===== config.mk =====
export PLATFORM = sky130hd
export DESIGN_NAME = gfm_mapper
export DESIGN_NICKNAME = d
export VERILOG_FILES = /design/src/hw/gfm_mapper.v /design/src/hw/gfm_pin_sync.v
export VERILOG_INCLUDE_DIRS = /design/src /design/src/hw
export SDC_FILE = /design/constraint.sdc
export NUM_CORES = 1
export LEC_CHECK = 0
export BUFFER_PORTS_ARGS = -buffer_cell sky130_fd_sc_hd__buf_2
export CAP_MARGIN = 0
export CELL_PAD_IN_SITES_DETAIL_PLACEMENT = 0
export CELL_PAD_IN_SITES_GLOBAL_PLACEMENT = 2
export CORE_ASPECT_RATIO = 0.75
export CORE_MARGIN = 8
export CORE_UTILIZATION = 33
export CTS_CLUSTER_DIAMETER = 40
export CTS_CLUSTER_SIZE = 14
export DETAILED_ROUTE_END_ITERATION = 10
export GPL_TIMING_DRIVEN = 0
export HOLD_SLACK_MARGIN = 0.12
export PLACE_DENSITY = 0.79
export SYNTH_ARGS = -nofsm -noshare
export SYNTH_HDL_FRONTEND = slang
export SYNTH_SLANG_ARGS = --single-unit

===== constraint.sdc =====
create_clock -name pclk -period 2.3 [get_ports pclk]
set_input_delay 0.23 -clock pclk [delete_from_list [all_inputs] [get_ports pclk]]
set_output_delay 0.23 -clock pclk [all_outputs]
set_load 0.01 [all_outputs]

===== src/hw/gfm_consts.vh =====
`ifndef GFM_CONSTS_VH
`define GFM_CONSTS_VH

// apb
`define GFM_AW 8
`define GFM_OFS_CFG 8'h00
`define GFM_OFS_NVCFG 8'h04
`define GFM_OFS_SWTRIG 8'h08
`define GFM_OFS_STATUS 8'h0c
`define GFM_OFS_SYNC 8'h10
`define GFM_OFS_VPD 8'h14
`define GFM_OFS_UNLOCK 8'h18

// pin configuration word, used by both volatile and nonvolatile copies
`define GFM_CFG_W 14
`define GFM_CFG_IEN 0
`define GFM_CFG_CODE 4:1
`define GFM_CFG_CHM 8:5
`define GFM_CFG_OSEL 12:9
`define GFM_CFG_OEN 13
`define GFM_CFG_RST 14'h0000

// software trigger bits
`define GFM_SW_PROTECT 0
`define GFM_SW_CLEAR 1
`define GFM_SW_LOAD 2
`define GFM_SW_FDUMP 3
`define GFM_SW_RESET 4

// input function codes
`define GFM_C_SLEEP 4'h0
`define GFM_C_FDUMP 4'h2
`define GFM_C_IOUT 4'h3
`define GFM_C_VOUT 4'h4
`define GFM_C_PROTECT 4'h5
`define GFM_C_CLEAR 4'h7
`define GFM_C_LOAD 4'h8
`define GFM_C_FGEN 4'h9
`define GFM_C_MARGIN 4'ha
`define GFM_C_RESET 4'hb
`define GFM_C_NVLOCK 4'hc
`define GFM_C_WRLOCK 4'hd

// output status select codes
`define GFM_O_NVM 4'h1
`define GFM_O_BUSY 2'b01
`define GFM_O_WIN 2'b10

// misc
`define GFM_UNLOCK_KEY 4'ha
`define GFM_KEY_BITS 3:0
`define GFM_PIN_IDLE 1'b1

`endif


===== src/hw/gfm_mapper.v =====
`timescale 1ns/100ps
`include "gfm_consts.vh"

module gfm_mapper #(
	parameter CH = 4
) (
	// clock and reset
	input wire pclk,
	input wire presetn,
	// apb slave
	input wire psel,
	input wire penable,
	input wire pwrite,
	input wire [`GFM_AW-1:0] paddr,
	input wire [31:0] pwdata,
	output reg [31:0] prdata,
	output reg pready,
	output reg pslverr,
	// multifunction pin
	input wire pin_in,
	output reg pin_out,
	output reg pin_oe,
	// status sources
	input wire nvm_write_pending,
	input wire [CH-1:0] converter_busy,
	input wire [CH-1:0] window_compare_result,
	// device actions
	output reg deep_sleep,
	output reg [CH-1:0] iout_powerdown,
	output reg [CH-1:0] vout_powerdown,
	output reg [2*CH-1:0] voltage_powerdown_setting,
	output reg [CH-1:0] func_gen_run,
	output reg [CH-1:0] margin_low_strobe,
	output reg [CH-1:0] margin_high_strobe,
	output reg [CH-1:0] load_outputs_strobe,
	output reg protect_strobe,
	output reg clear_outputs_strobe,
	output reg fault_dump_strobe,
	output reg device_reset_strobe,
	output reg nvm_prog_allowed,
	output reg reg_write_allowed
);
	reg [`GFM_CFG_W-1:0] cfg;
	reg [`GFM_CFG_W-1:0] nv_cfg;
	reg [CH-1:0] sync_cfg;
	reg reset_armed;
	reg [31:0] next_rdata;
	reg next_err;

	wire pin_level;
	wire pin_rise;
	wire pin_fall;

	gfm_pin_sync u_sync (
		.pclk(pclk),
		.presetn(presetn),
		.pin_in(pin_in),
		.level(pin_level),
		.rise(pin_rise),
		.fall(pin_fall)
	);

	wire gpi = cfg[`GFM_CFG_IEN];
	wire [3:0] code = cfg[`GFM_CFG_CODE];
	wire [CH-1:0] chm = cfg[`GFM_CFG_CHM];
	wire [3:0] osel = cfg[`GFM_CFG_OSEL];
	wire fe = gpi & pin_fall;
	wire re = gpi & pin_rise;

	wire sel_protect = gpi & (code == `GFM_C_PROTECT);
	wire sel_clear = gpi & (code == `GFM_C_CLEAR);
	wire sel_load = gpi & (code == `GFM_C_LOAD);
	wire sel_fdump = gpi & (code == `GFM_C_FDUMP);
	wire sel_reset = gpi & (code == `GFM_C_RESET);

	// a reset mapping only counts when the nonvolatile copy carries it too
	wire nv_reset_ok = nv_cfg[`GFM_CFG_IEN] & (nv_cfg[`GFM_CFG_CODE] == `GFM_C_RESET);
	wire reset_fire = sel_reset & nv_reset_ok & pin_rise & reset_armed;

	// apb: one wait state, every access completes on the edge pready is high
	wire apb_setup = psel & penable & ~pready;
	wire apb_done = psel & penable & pready;
	wire is_unlock = (paddr == `GFM_OFS_UNLOCK);
	wire wr_ok = apb_done & pwrite & (reg_write_allowed | is_unlock);
	wire sw_wr = wr_ok & (paddr == `GFM_OFS_SWTRIG);
	wire [31:0] swd = sw_wr ? pwdata : 32'h00000000;

	// software triggers are dropped while the pin owns the same action
	wire sw_protect = swd[`GFM_SW_PROTECT] & ~sel_protect;
	wire sw_clear = swd[`GFM_SW_CLEAR] & ~sel_clear;
	wire sw_load = swd[`GFM_SW_LOAD] & ~sel_load;
	wire sw_fdump = swd[`GFM_SW_FDUMP] & ~sel_fdump;
	wire sw_reset = swd[`GFM_SW_RESET] & ~sel_reset;
	wire dev_rst = reset_fire | sw_reset;

	always @* begin
		next_rdata = 32'h00000000;
		next_err = 1'b0;
		case (paddr)
			`GFM_OFS_CFG: next_rdata[`GFM_CFG_W-1:0] = cfg;
			`GFM_OFS_NVCFG: next_rdata[`GFM_CFG_W-1:0] = nv_cfg;
			`GFM_OFS_SWTRIG: next_rdata = 32'h00000000;
			`GFM_OFS_STATUS: next_rdata = {{(28-3*CH){1'b0}}, pin_level, reg_write_allowed,
				nvm_prog_allowed, deep_sleep, func_gen_run, vout_powerdown,
				iout_powerdown};
			`GFM_OFS_SYNC: next_rdata[CH-1:0] = sync_cfg;
			`GFM_OFS_VPD: next_rdata[2*CH-1:0] = voltage_powerdown_setting;
			`GFM_OFS_UNLOCK: next_rdata = 32'h00000000;
			default: next_err = 1'b1;
		endcase
	end

	always @(posedge pclk or negedge presetn) begin
		if (!presetn) begin
			pready <= 1'b0;
			prdata <= 32'h00000000;
			pslverr <= 1'b0;
		end else begin
			pready <= apb_setup;
			if (apb_setup) begin
				prdata <= pwrite ? 32'h00000000 : next_rdata;
				pslverr <= next_err;
			end else begin
				prdata <= 32'h00000000;
				pslverr <= 1'b0;
			end
		end
	end

	// nonvolatile copy: only power-on reset clears it, device reset keeps it
	always @(posedge pclk or negedge presetn) begin
		if (!presetn) begin
			nv_cfg <= `GFM_CFG_RST;
		end else if (wr_ok & (paddr == `GFM_OFS_NVCFG) & nvm_prog_allowed) begin
			nv_cfg <= pwdata[`GFM_CFG_W-1:0];
		end
	end

	always @(posedge pclk or negedge presetn) begin
		if (!presetn) begin
			cfg <= `GFM_CFG_RST;
			sync_cfg <= {CH{1'b0}};
			voltage_powerdown_setting <= {2*CH{1'b0}};
			reset_armed <= 1'b0;
			deep_sleep <= 1'b0;
			iout_powerdown <= {CH{1'b0}};
			vout_powerdown <= {CH{1'b0}};
			func_gen_run <= {CH{1'b0}};
			margin_low_strobe <= {CH{1'b0}};
			margin_high_strobe <= {CH{1'b0}};
			load_outputs_strobe <= {CH{1'b0}};
			protect_strobe <= 1'b0;
			clear_outputs_strobe <= 1'b0;
			fault_dump_strobe <= 1'b0;
			device_reset_strobe <= 1'b0;
			nvm_prog_allowed <= 1'b1;
			reg_write_allowed <= 1'b1;
			pin_out <= 1'b0;
			pin_oe <= 1'b0;
		end else begin
			// strobes default low (device_reset_strobe follows dev_rst) so each edge gives one cycle only
			margin_low_strobe <= {CH{1'b0}};
			margin_high_strobe <= {CH{1'b0}};
			load_outputs_strobe <= {CH{1'b0}};
			protect_strobe <= 1'b0;
			clear_outputs_strobe <= 1'b0;
			fault_dump_strobe <= 1'b0;
			device_reset_strobe <= dev_rst;
			pin_oe <= cfg[`GFM_CFG_OEN] & ~gpi;
			case (osel[3:2])
				2'b00: pin_out <= (osel == `GFM_O_NVM) & nvm_write_pending;
				`GFM_O_BUSY: pin_out <= converter_busy[osel[1:0]];
				`GFM_O_WIN: pin_out <= window_compare_result[osel[1:0]];
				default: pin_out <= 1'b0;
			endcase
			if (dev_rst) begin
				// volatile state lost; mapping comes back from the nonvolatile copy
				cfg <= nv_cfg;
				sync_cfg <= {CH{1'b0}};
				voltage_powerdown_setting <= {2*CH{1'b0}};
				reset_armed <= 1'b0;
				deep_sleep <= 1'b0;
				iout_powerdown <= {CH{1'b0}};
				vout_powerdown <= {CH{1'b0}};
				func_gen_run <= {CH{1'b0}};
				nvm_prog_allowed <= 1'b1;
				reg_write_allowed <= 1'b1;
			end else begin
				if (wr_ok & (paddr == `GFM_OFS_CFG))
					cfg <= pwdata[`GFM_CFG_W-1:0];
				if (wr_ok & (paddr == `GFM_OFS_SYNC))
					sync_cfg <= pwdata[CH-1:0];
				if (wr_ok & (paddr == `GFM_OFS_VPD))
					voltage_powerdown_setting <= pwdata[2*CH-1:0];
				if (sel_reset & pin_fall)
					reset_armed <= 1'b1;
				else if (~sel_reset | pin_rise)
					reset_armed <= 1'b0;
				protect_strobe <= sw_protect | (sel_protect & pin_fall);
				clear_outputs_strobe <= sw_clear | (sel_clear & pin_fall);
				fault_dump_strobe <= sw_fdump | (sel_fdump & pin_fall);
				if (sw_load)
					load_outputs_strobe <= sync_cfg;
				else if (sel_load & pin_fall)
					load_outputs_strobe <= chm & sync_cfg;
				case (code)
					`GFM_C_SLEEP: begin
						if (fe)
							deep_sleep <= 1'b1;
						else if (re)
							deep_sleep <= 1'b0;
					end
					`GFM_C_IOUT: begin
						if (fe)
							iout_powerdown <= iout_powerdown | chm;
						else if (re)
							iout_powerdown <= iout_powerdown & ~chm;
					end
					`GFM_C_VOUT: begin
						if (fe)
							vout_powerdown <= vout_powerdown | chm;
						else if (re)
							vout_powerdown <= vout_powerdown & ~chm;
					end
					`GFM_C_FGEN: begin
						if (re)
							func_gen_run <= func_gen_run | chm;
						else if (fe)
							func_gen_run <= func_gen_run & ~chm;
					end
					`GFM_C_MARGIN: begin
						if (fe)
							margin_low_strobe <= chm;
						else if (re)
							margin_high_strobe <= chm;
					end
					`GFM_C_NVLOCK: begin
						if (fe)
							nvm_prog_allowed <= 1'b1;
						else if (re)
							nvm_prog_allowed <= 1'b0;
					end
					`GFM_C_WRLOCK: begin
						if (fe)
							reg_write_allowed <= 1'b1;
						else if (re)
							reg_write_allowed <= 1'b0;
					end
					default: begin
					end
				endcase
				// the key can lift a pin lock; a pin edge in the same cycle wins
				if (wr_ok & is_unlock & ~(fe | re) &
					(pwdata[`GFM_KEY_BITS] == `GFM_UNLOCK_KEY))
					reg_write_allowed <= 1'b1;
			end
		end
	end
endmodule


===== src/hw/gfm_pin_sync.v =====
`timescale 1ns/100ps
`include "gfm_consts.vh"

module gfm_pin_sync (
	// clock and reset
	input wire pclk,
	input wire presetn,
	// pin side
	input wire pin_in,
	// synchronised view
	output wire level,
	output wire rise,
	output wire fall
);
	reg meta;
	reg stable;
	reg prev;

	// meta feeds only stable; edges are judged from stable and prev
	always @(posedge pclk or negedge presetn) begin
		if (!presetn) begin
			meta <= `GFM_PIN_IDLE;
			stable <= `GFM_PIN_IDLE;
			prev <= `GFM_PIN_IDLE;
		end else begin
			meta <= pin_in;
			stable <= meta;
			prev <= stable;
		end
	end

	assign level = stable;
	assign rise = stable & ~prev;
	assign fall = ~stable & prev;
endmodule


==> summary.txt, run 1 <==
Logic synthesis
  • Register area share after synthesis: 0.4865
  • Netlist cell types: 53
  • Mapped cell area: slightly below 0.005 mm²
  • #FFs+latches synth: between 90 and 100
  • Mapped Cells: approximately 450
  • Synth async-reset ratio: 1.000
  • Main area contributors after synthesis: dfrtp_1 46%, mux2_1 5.3%, mux2_2 3.9%
  • Mean Syn Cell Area: between 10 and 15 µm²
  • Leading area contributor after synthesis: dfrtp_1
  • Number of synthesized flops with an enable pin: 0
  • Ys Warns: 0
  • Post-synth top area share: 0.4597
  • Top FF cell, synth: dfrtp_1

CTS
  • Postcts setup bufs: 0
  • Clock tree root driver cell: clkbuf_16
  • Clk sinks: 95
  • Clock Pin Slew Worst Setup and Hold Paths: around 0.070 ns
  • H-tree Lvls: 3
  • Skew-Pair Late Insertion Delay: ~0.35 ns
  • TritonCTS Buffers: 9
  • Max Root-Sink Buffers: 2
  • TritonCTS clock tree: built

Worst setup path
  • RR Startpoint: pready
  • Worst-path cell chain: and4_1 -> buf_6 -> and4_1 -> buf_2 -> buf_6 -> mux2_1 -> mux2_1
  • Reg-to-reg critical path endpoint: cfg[7]
  • WS Path Type: flop to flop
  • Max stage delay cell, worst path: dfrtp_1
  • Slack of the worst reg-to-reg path: ~0.11 ns
  • Critical-path maximum fanout: 10
  • Critical path startpoint category: flop
  • Critical Path AT: between 2 and 2.5 ns
  • Worst Reg-to-Reg Cells: 7
  • Req. time, crit path: approximately 2.5 ns
  • Slowest stage delay, CP: approximately 0.38 ns
  • Critical Path End Type: flop

Die
  • Num ports: between 100 and 150
  • Die height: between 100 and 150 µm
  • Die area: approximately 0.019 mm²
  • Site row count: 38
  • Horiz. Die Dim: ~160 µm
  • Starting Density: 0.3379
  • Core Box Area: 0.01450 mm²

Layout
  • Commonest non-fill, non-tap cells in the layout: 101 x buf_2, 90 x dfrtp_1, 30 x nand3_1
  • Post-route insts no fill: between 700 and 800
  • Layout Nets: 633
  • Finished Cell Area: 0.006030 mm²
  • ANT cells: 0
  • Area Growth Syn to Fin: 23.06%
  • Share of layout cells above drive strength 1: 0.3173
  • FF/Latch Area: 0.002384 mm²
  • Commonest non-fill, non-tap cell in the layout: buf_2
  • Fillers: between 1000 and 1500
  • Area of the multi-input gates: approximately 0.0022 mm²

Route
  • Via/cell ratio: slightly above 5
  • Drt wl/cell: around 21 µm
  • Highest Signal Layer: met4
  • DRC Markers: 0
  • Drt pass-1 iters: 4
  • ANT nets after route: 0
  • Wl on met1: 7978 µm
  • Final wirelength: approximately 16000 µm
  • Routed wl met3: about 1100 µm
  • Met2 Wirelength: 7001 µm
  • Total number of vias: ~4000
  • Number of DRC markers in iteration 0: 286

Pwr
  • Lkg Pwr: 2.909 nW
  • Pwr/cell area: roughly 560 mW/mm²
  • Worst vdd ir: approximately 0.35 mV

Worst hold path
  • Hold Crit Depth: 2
  • Hold Path Origin: pwdata[9]
  • HP Class: input port to flop
  • Hold EP: nv_cfg[9]

STA
  • Setup Skew: 0.01344 ns
  • RSZ-0062 raised after global routing: false
  • Worst Tran Pin Value: between 0.8 and 0.9 ns
  • Relative max-transition margin: 0.4231
  • Final hold vios: 0
  • Crit share post-route: 0.9529
  • Tmin final: 2.192 ns
  • Worst hold margin: roughly 0.13 ns
  • F_max: 0.4563 GHz
  • Setup TNS: 0 ns
  • Setup Viol. Count Final: 0
  • Max-slew violations: 0

Place
  • Dpl cell area: between 0.005 and 0.006 mm²
  • GP Congestion: roughly 0.85
  • DP HPWL: roughly 12000 µm
  • # placed instances: 764
  • Port Buffer Count: 94

Global route
  • Total Routing Usage GR: 0.1753
  • Largest net degree at the start of global routing: roughly 70
  • Initial antenna violation count: 0
  • Number of global-route vias before repair: ~4200
  • Gr ovfl total: 0
  • First-pass GRT wire length: between 20000 and 30000 µm

Run status
  • Outcome: finished clean

Flow run
  • Max cap viols: 0
==> cell type report <==
| class | count | area share |
|---|---|---|
| timing repair buffer | 98 | 0.08799 |
| multi-input combinational | 318 | 0.3717 |
| tap | 200 | 0.04150 |
| buffer | 48 | 0.05043 |
| clock inverter | 7 | 0.01079 |
| clock buffer | 9 | 0.03735 |
| inverter | 8 | 0.004980 |
| sequential | 95 | 0.3953 |
==> worst max-delay path by stage <==
stage	slack, ns	startpoint	cells after the start	to
2_1_floorplan	0.34	paddr[4]	7	cfg[10]
3_3_place_gp	-0.03	paddr[4]	7	cfg[7]
3_5_place_dp	-0.07	paddr[4]	7	cfg[7]
4_1_cts	0.11	pready	7	cfg[7]
5_1_grt	0.01	pready	7	cfg[5]
6_report	0.11	pready	7	cfg[7]
==> layer usage <==
metal | track usage | up-vias
met2 | 0.2592 | 110
met4 | 0.04012 | 0
met1 | 0.2503 | 1978
met3 | 0.04698 | 4
li1 | - | 1873
met5 | 0 | -
==> cell usage after synthesis, types with 3 or more instances <==
cell type / number
a21boi_0: 6
mux2_4: 10
clkbuf_1: 15
a22o_1: 4
o22ai_1: 4
and3b_1: 4
nor2_1: 24
nand3_1: 30
nand3b_1: 9
inv_1: 7
a32oi_1: 3
nand2_1: 20
a21oi_1: 29
and4_1: 5
a22oi_1: 6
nor2b_1: 6
dfrtp_1: 90
buf_4: 17
buf_2: 8
mux2_2: 17
and3_1: 14
mux2_1: 23
mux2i_1: 14
nor3_1: 11
dfstp_2: 5
and4b_1: 3
nand4_1: 13
o21ai_0: 22
buf_6: 4
==> through the flow <==
stage / setup slack, ns / power [W] / util
after detailed placement: -0.07032 / 0.001962 / 0.3935
after global routing: 0.01225 / 0.003520 / 0.4158
after global placement: -0.03311 / 0.001952 / 0.3915
after CTS: 0.1111 / 0.003442 / 0.4157
final: 0.1083 / 0.003399 / 0.4158
after floorplan: 0.3351 / 0.001835 / -
==> worst max-delay path, delay by kind of cell, from the launching register on <==
| kind | cells | cell delay [ns] |
|---|---|---|
| buf+inv | 3 | 0.58 |
| simple gates | 2 | 0.46 |
| flops | 1 | 0.38 |
| mux | 2 | 0.65 |
==> sequential cells by signal (all words and copies together), names as in the netlist, 8 cells and up <==
name,count
nv_cfg,14
cfg,14
voltage_powerdown_setting,8
prdata,16
==> where the power goes <==
part	switching (W)	internal, W
logic	0.000147	0.0000927
clock network	0.000706	0.000760
registers	0.0000125	0.00168
==> cell families after synthesis <==
logic type,after synthesis,synth area share
compound gates,79,0.09882
xor+xnor,2,0.003576
buf+inv,56,0.06767
flops,95,0.4865
mux,66,0.1604
other cells,1,0.0007654
simple gates,155,0.1823
==> repair_timing <==
item / CTS / global route
resized for setup: 1 / 2
pin swaps: 0 / 1
cloned: 0 / 0
endpoints found under the hold margin: 26 / 0
hold buffers: 3 / 0
setup endpoints to repair: 19 / 7
No activity file was read; power rests on OpenSTA's default activity.
==> inputs of run 2 (changes only) <==
Settings changed: PLACE_DENSITY 0.79 to default, PLACE_DENSITY_LB_ADDON from default to 0.1.
==> run 2 against run 1 <==
  * Utilization grew 0.078 points
  * Clock power down 3%
  * Clock skew is 0.0032 ns lower
  * Power decreased by 1.2%
  * First-iteration DRC count rose by 5.6%
  * Sequential power barely moved
  * Final cell count is 0.13% higher
  * Sequential share of layout area decreased by 0.074 points
  * Die area is the same
==> summary.txt, run 2 (synthesis results as in run 1) <==
Route
  • Final wirelength: 16840 µm (+3.9%)
  • Number of DRC markers in iteration 0: 302 (+5.6%)
  • ANT nets after route: 0 (unchanged)
  • DRC Markers: 0 (unchanged)
  • Via/cell ratio: 5.151 (+1.7%)
  • Drt wl/cell: 21.47 µm (+3.8%)
  • Total number of vias: 4038 (+1.8%)
  • Drt pass-1 iters: 5 (+1)

Layout
  • Commonest non-fill, non-tap cells in the layout: 100 x buf_2, 90 x dfrtp_1, 30 x nand3_1
  • Area Growth Syn to Fin: 23.29%
  • Max reg flops: 16 (unchanged)
  • FF/Latch Area: 0.002384 mm² (unchanged)
  • Commonest non-fill, non-tap cell in the layout: buf_2
  • Finished Cell Area: 0.006041 mm² (+0.19%)
  • Largest reg by FF count: prdata
  • Layout Nets: 635 (+0.32%)
  • Leading registers by flop count: prdata (16), cfg (14), nv_cfg (14)
  • Area of the multi-input gates: 0.002247 mm² (+0.28%)
  • Fillers: 1474 (+2.4%)
  • Share of layout cells above drive strength 1: 0.3185 (+0.001169)
  • ANT cells: 0 (unchanged)

STA
  • Crit share post-route: 0.9340 (-0.01891)
  • Final worst slack: 0.1517 ns (+0.04349 ns)
  • Setup Viol. Count Final: 0 (unchanged)
  • Setup Skew: 0.01029 ns (-0.003160 ns)
  • Worst Tran Pin Value: 0.9037 ns (+0.04486 ns)
  • Max-slew violations: 0 (unchanged)
  • Relative max-transition margin: 0.3929 (-0.03014)
  • RSZ-0062 raised after global routing: false
  • Final hold vios: 0 (unchanged)
  • Worst hold margin: 0.1333 ns (+0.002139 ns)
  • Tmin final: 2.148 ns (-0.04349 ns)
  • F_max: 0.4655 GHz (+2.0%)

Worst setup path
  • Slowest stage delay, CP: 0.39 ns (about the same)
  • Critical path startpoint category: flop
  • Critical Path End Type: flop
  • Critical Path AT: 2.38 ns (-0.04 ns)
  • Worst-path cell chain: and4_1 -> buf_6 -> and4_2 -> clkbuf_4 -> buf_6 -> mux2_1 -> mux2_1
  • Req. time, crit path: 2.54 ns (about the same)
  • Max stage delay cell, worst path: dfrtp_1
  • WS Path Type: flop to flop
  • Critical-path maximum fanout: 10 (unchanged)

Global route
  • Number of global-route vias before repair: 4073 (-2.8%)
  • Total Routing Usage GR: 0.1808 (+0.005571)
  • Largest net degree at the start of global routing: 65 (-9.7%)
  • First-pass GRT wire length: 25650 µm (+1.4%)
  • Initial antenna violation count: 1 (+1)
  • Gr ovfl total: 0 (unchanged)

Place
  • GP Congestion: 0.8206 (-3.7%)
  • DP HPWL: 12450 µm (+2.9%)
  • Port Buffer Count: 94 (unchanged)
  • Dpl cell area: 0.005707 mm² (unchanged)
  • Post-Place Setup Slack: -0.02352 ns (+0.04680 ns)

CTS
  • Skew-Pair Late Insertion Delay: 0.35 ns (about the same)
  • TritonCTS clock tree: built
  • Max Root-Sink Buffers: 2 (unchanged)
  • Clk sinks: 95 (unchanged)
  • Postcts setup bufs: 0 (unchanged)
  • TritonCTS Buffers: 9 (unchanged)
  • Clock tree root driver cell: clkbuf_16
  • H-tree Lvls: 3 (unchanged)
  • Clock Pin Slew Worst Setup and Hold Paths: 0.07 ns (about the same)

Die
  • Horiz. Die Dim: 156.7 µm (unchanged)
  • Site row count: 38 (unchanged)
  • Num ports: 130 (unchanged)
  • Core Box Area: 0.01450 mm² (unchanged)
  • Die area: 0.01904 mm² (unchanged)
  • Die height: 121.5 µm (unchanged)
  • Starting Density: 0.3379 (unchanged)

Flow run
  • Max cap viols: 0 (unchanged)

Pwr
  • Lkg Pwr: 2.908 nW (about the same)
  • Pwr/cell area: 555.9 mW/mm² (-1.4%)
  • Worst vdd ir: 0.3256 mV (-7.1%)

Worst hold path
  • HP Class: input port to flop

Run status
  • Outcome: finished clean
[run 2: critical path: cells and delay by family (launching register included)]
| kind | cells | cell delay, ns |
|---|---|---|
| muxes | 2 | 0.62 |
| DFF | 1 | 0.39 |
| and+or+nand+nor | 2 | 0.50 |
| buffers and inverters | 3 | 0.52 |
[run 2: what timing repair did]
action | 4_1_cts | 5_1_grt
gates cloned | 0 | 0
gates resized for setup | 1 | 5
setup endpoints to repair | 6 | 19
hold buffers | 5 | 0
hold endpoints to repair | 35 | 0
[run 2: layer usage]
metal / GRT usage / routed length, µm / vias to the layer above / share of wire
li1: - / - / 1874 / -
met1: 0.2659 / 8396 / 2023 / 0.50
met2: 0.2584 / 7195 / 130 / 0.43
met3: 0.04947 / 1114 / 11 / 0.066
met4: 0.03832 / 129 / 0 / 0.0077
met5: 0 / 0 / - / 0
[run 2: final cells by class]
cell class,count,area share
clock inverter,5,0.005592
tap,200,0.04143
timing repair buffer,100,0.09114
multi-input combinational,318,0.3720
inverter,8,0.004971
clock buffer,10,0.03956
buffer,48,0.05075
sequential,95,0.3946
[run 2: per-stage QoR]
stage	instances	TNS, ns	utilization	total power, W
final	784	0	0.4166	0.003358
after global routing	784	0	0.4166	0.003484
after CTS	784	0	0.4159	0.003397
after detailed placement	764	-0.1462	0.3935	0.001965
after global placement	763	-2.279	0.3915	0.001956
after floorplan	469	0	-	0.001835
[run 2: path summary, 6_finish.rpt]
kind                                   endpoint        start  slack (ns)  depth (start not counted)
min reg2reg                        u_sync.level  u_sync.meta        0.36                          0
min in group asynchronous  margin_low_strobe[2]      presetn        0.37                          2
max in group asynchronous     reg_write_allowed      presetn        1.22                          3
min                                   nv_cfg[8]    pwdata[8]        0.13                          2
max                                      cfg[9]       pready        0.15                          7
max reg2reg                              cfg[9]       pready        0.15                          7
[run 2: power by group]
group | internal, W | switching [W] | leakage, nW
clock network | 0.000757 | 0.000661 | 0.131
registers | 0.00168 | 0.0000135 | 1.24
logic | 0.0000950 | 0.000151 | 1.54
total | 0.00253 | 0.000825 | 2.91
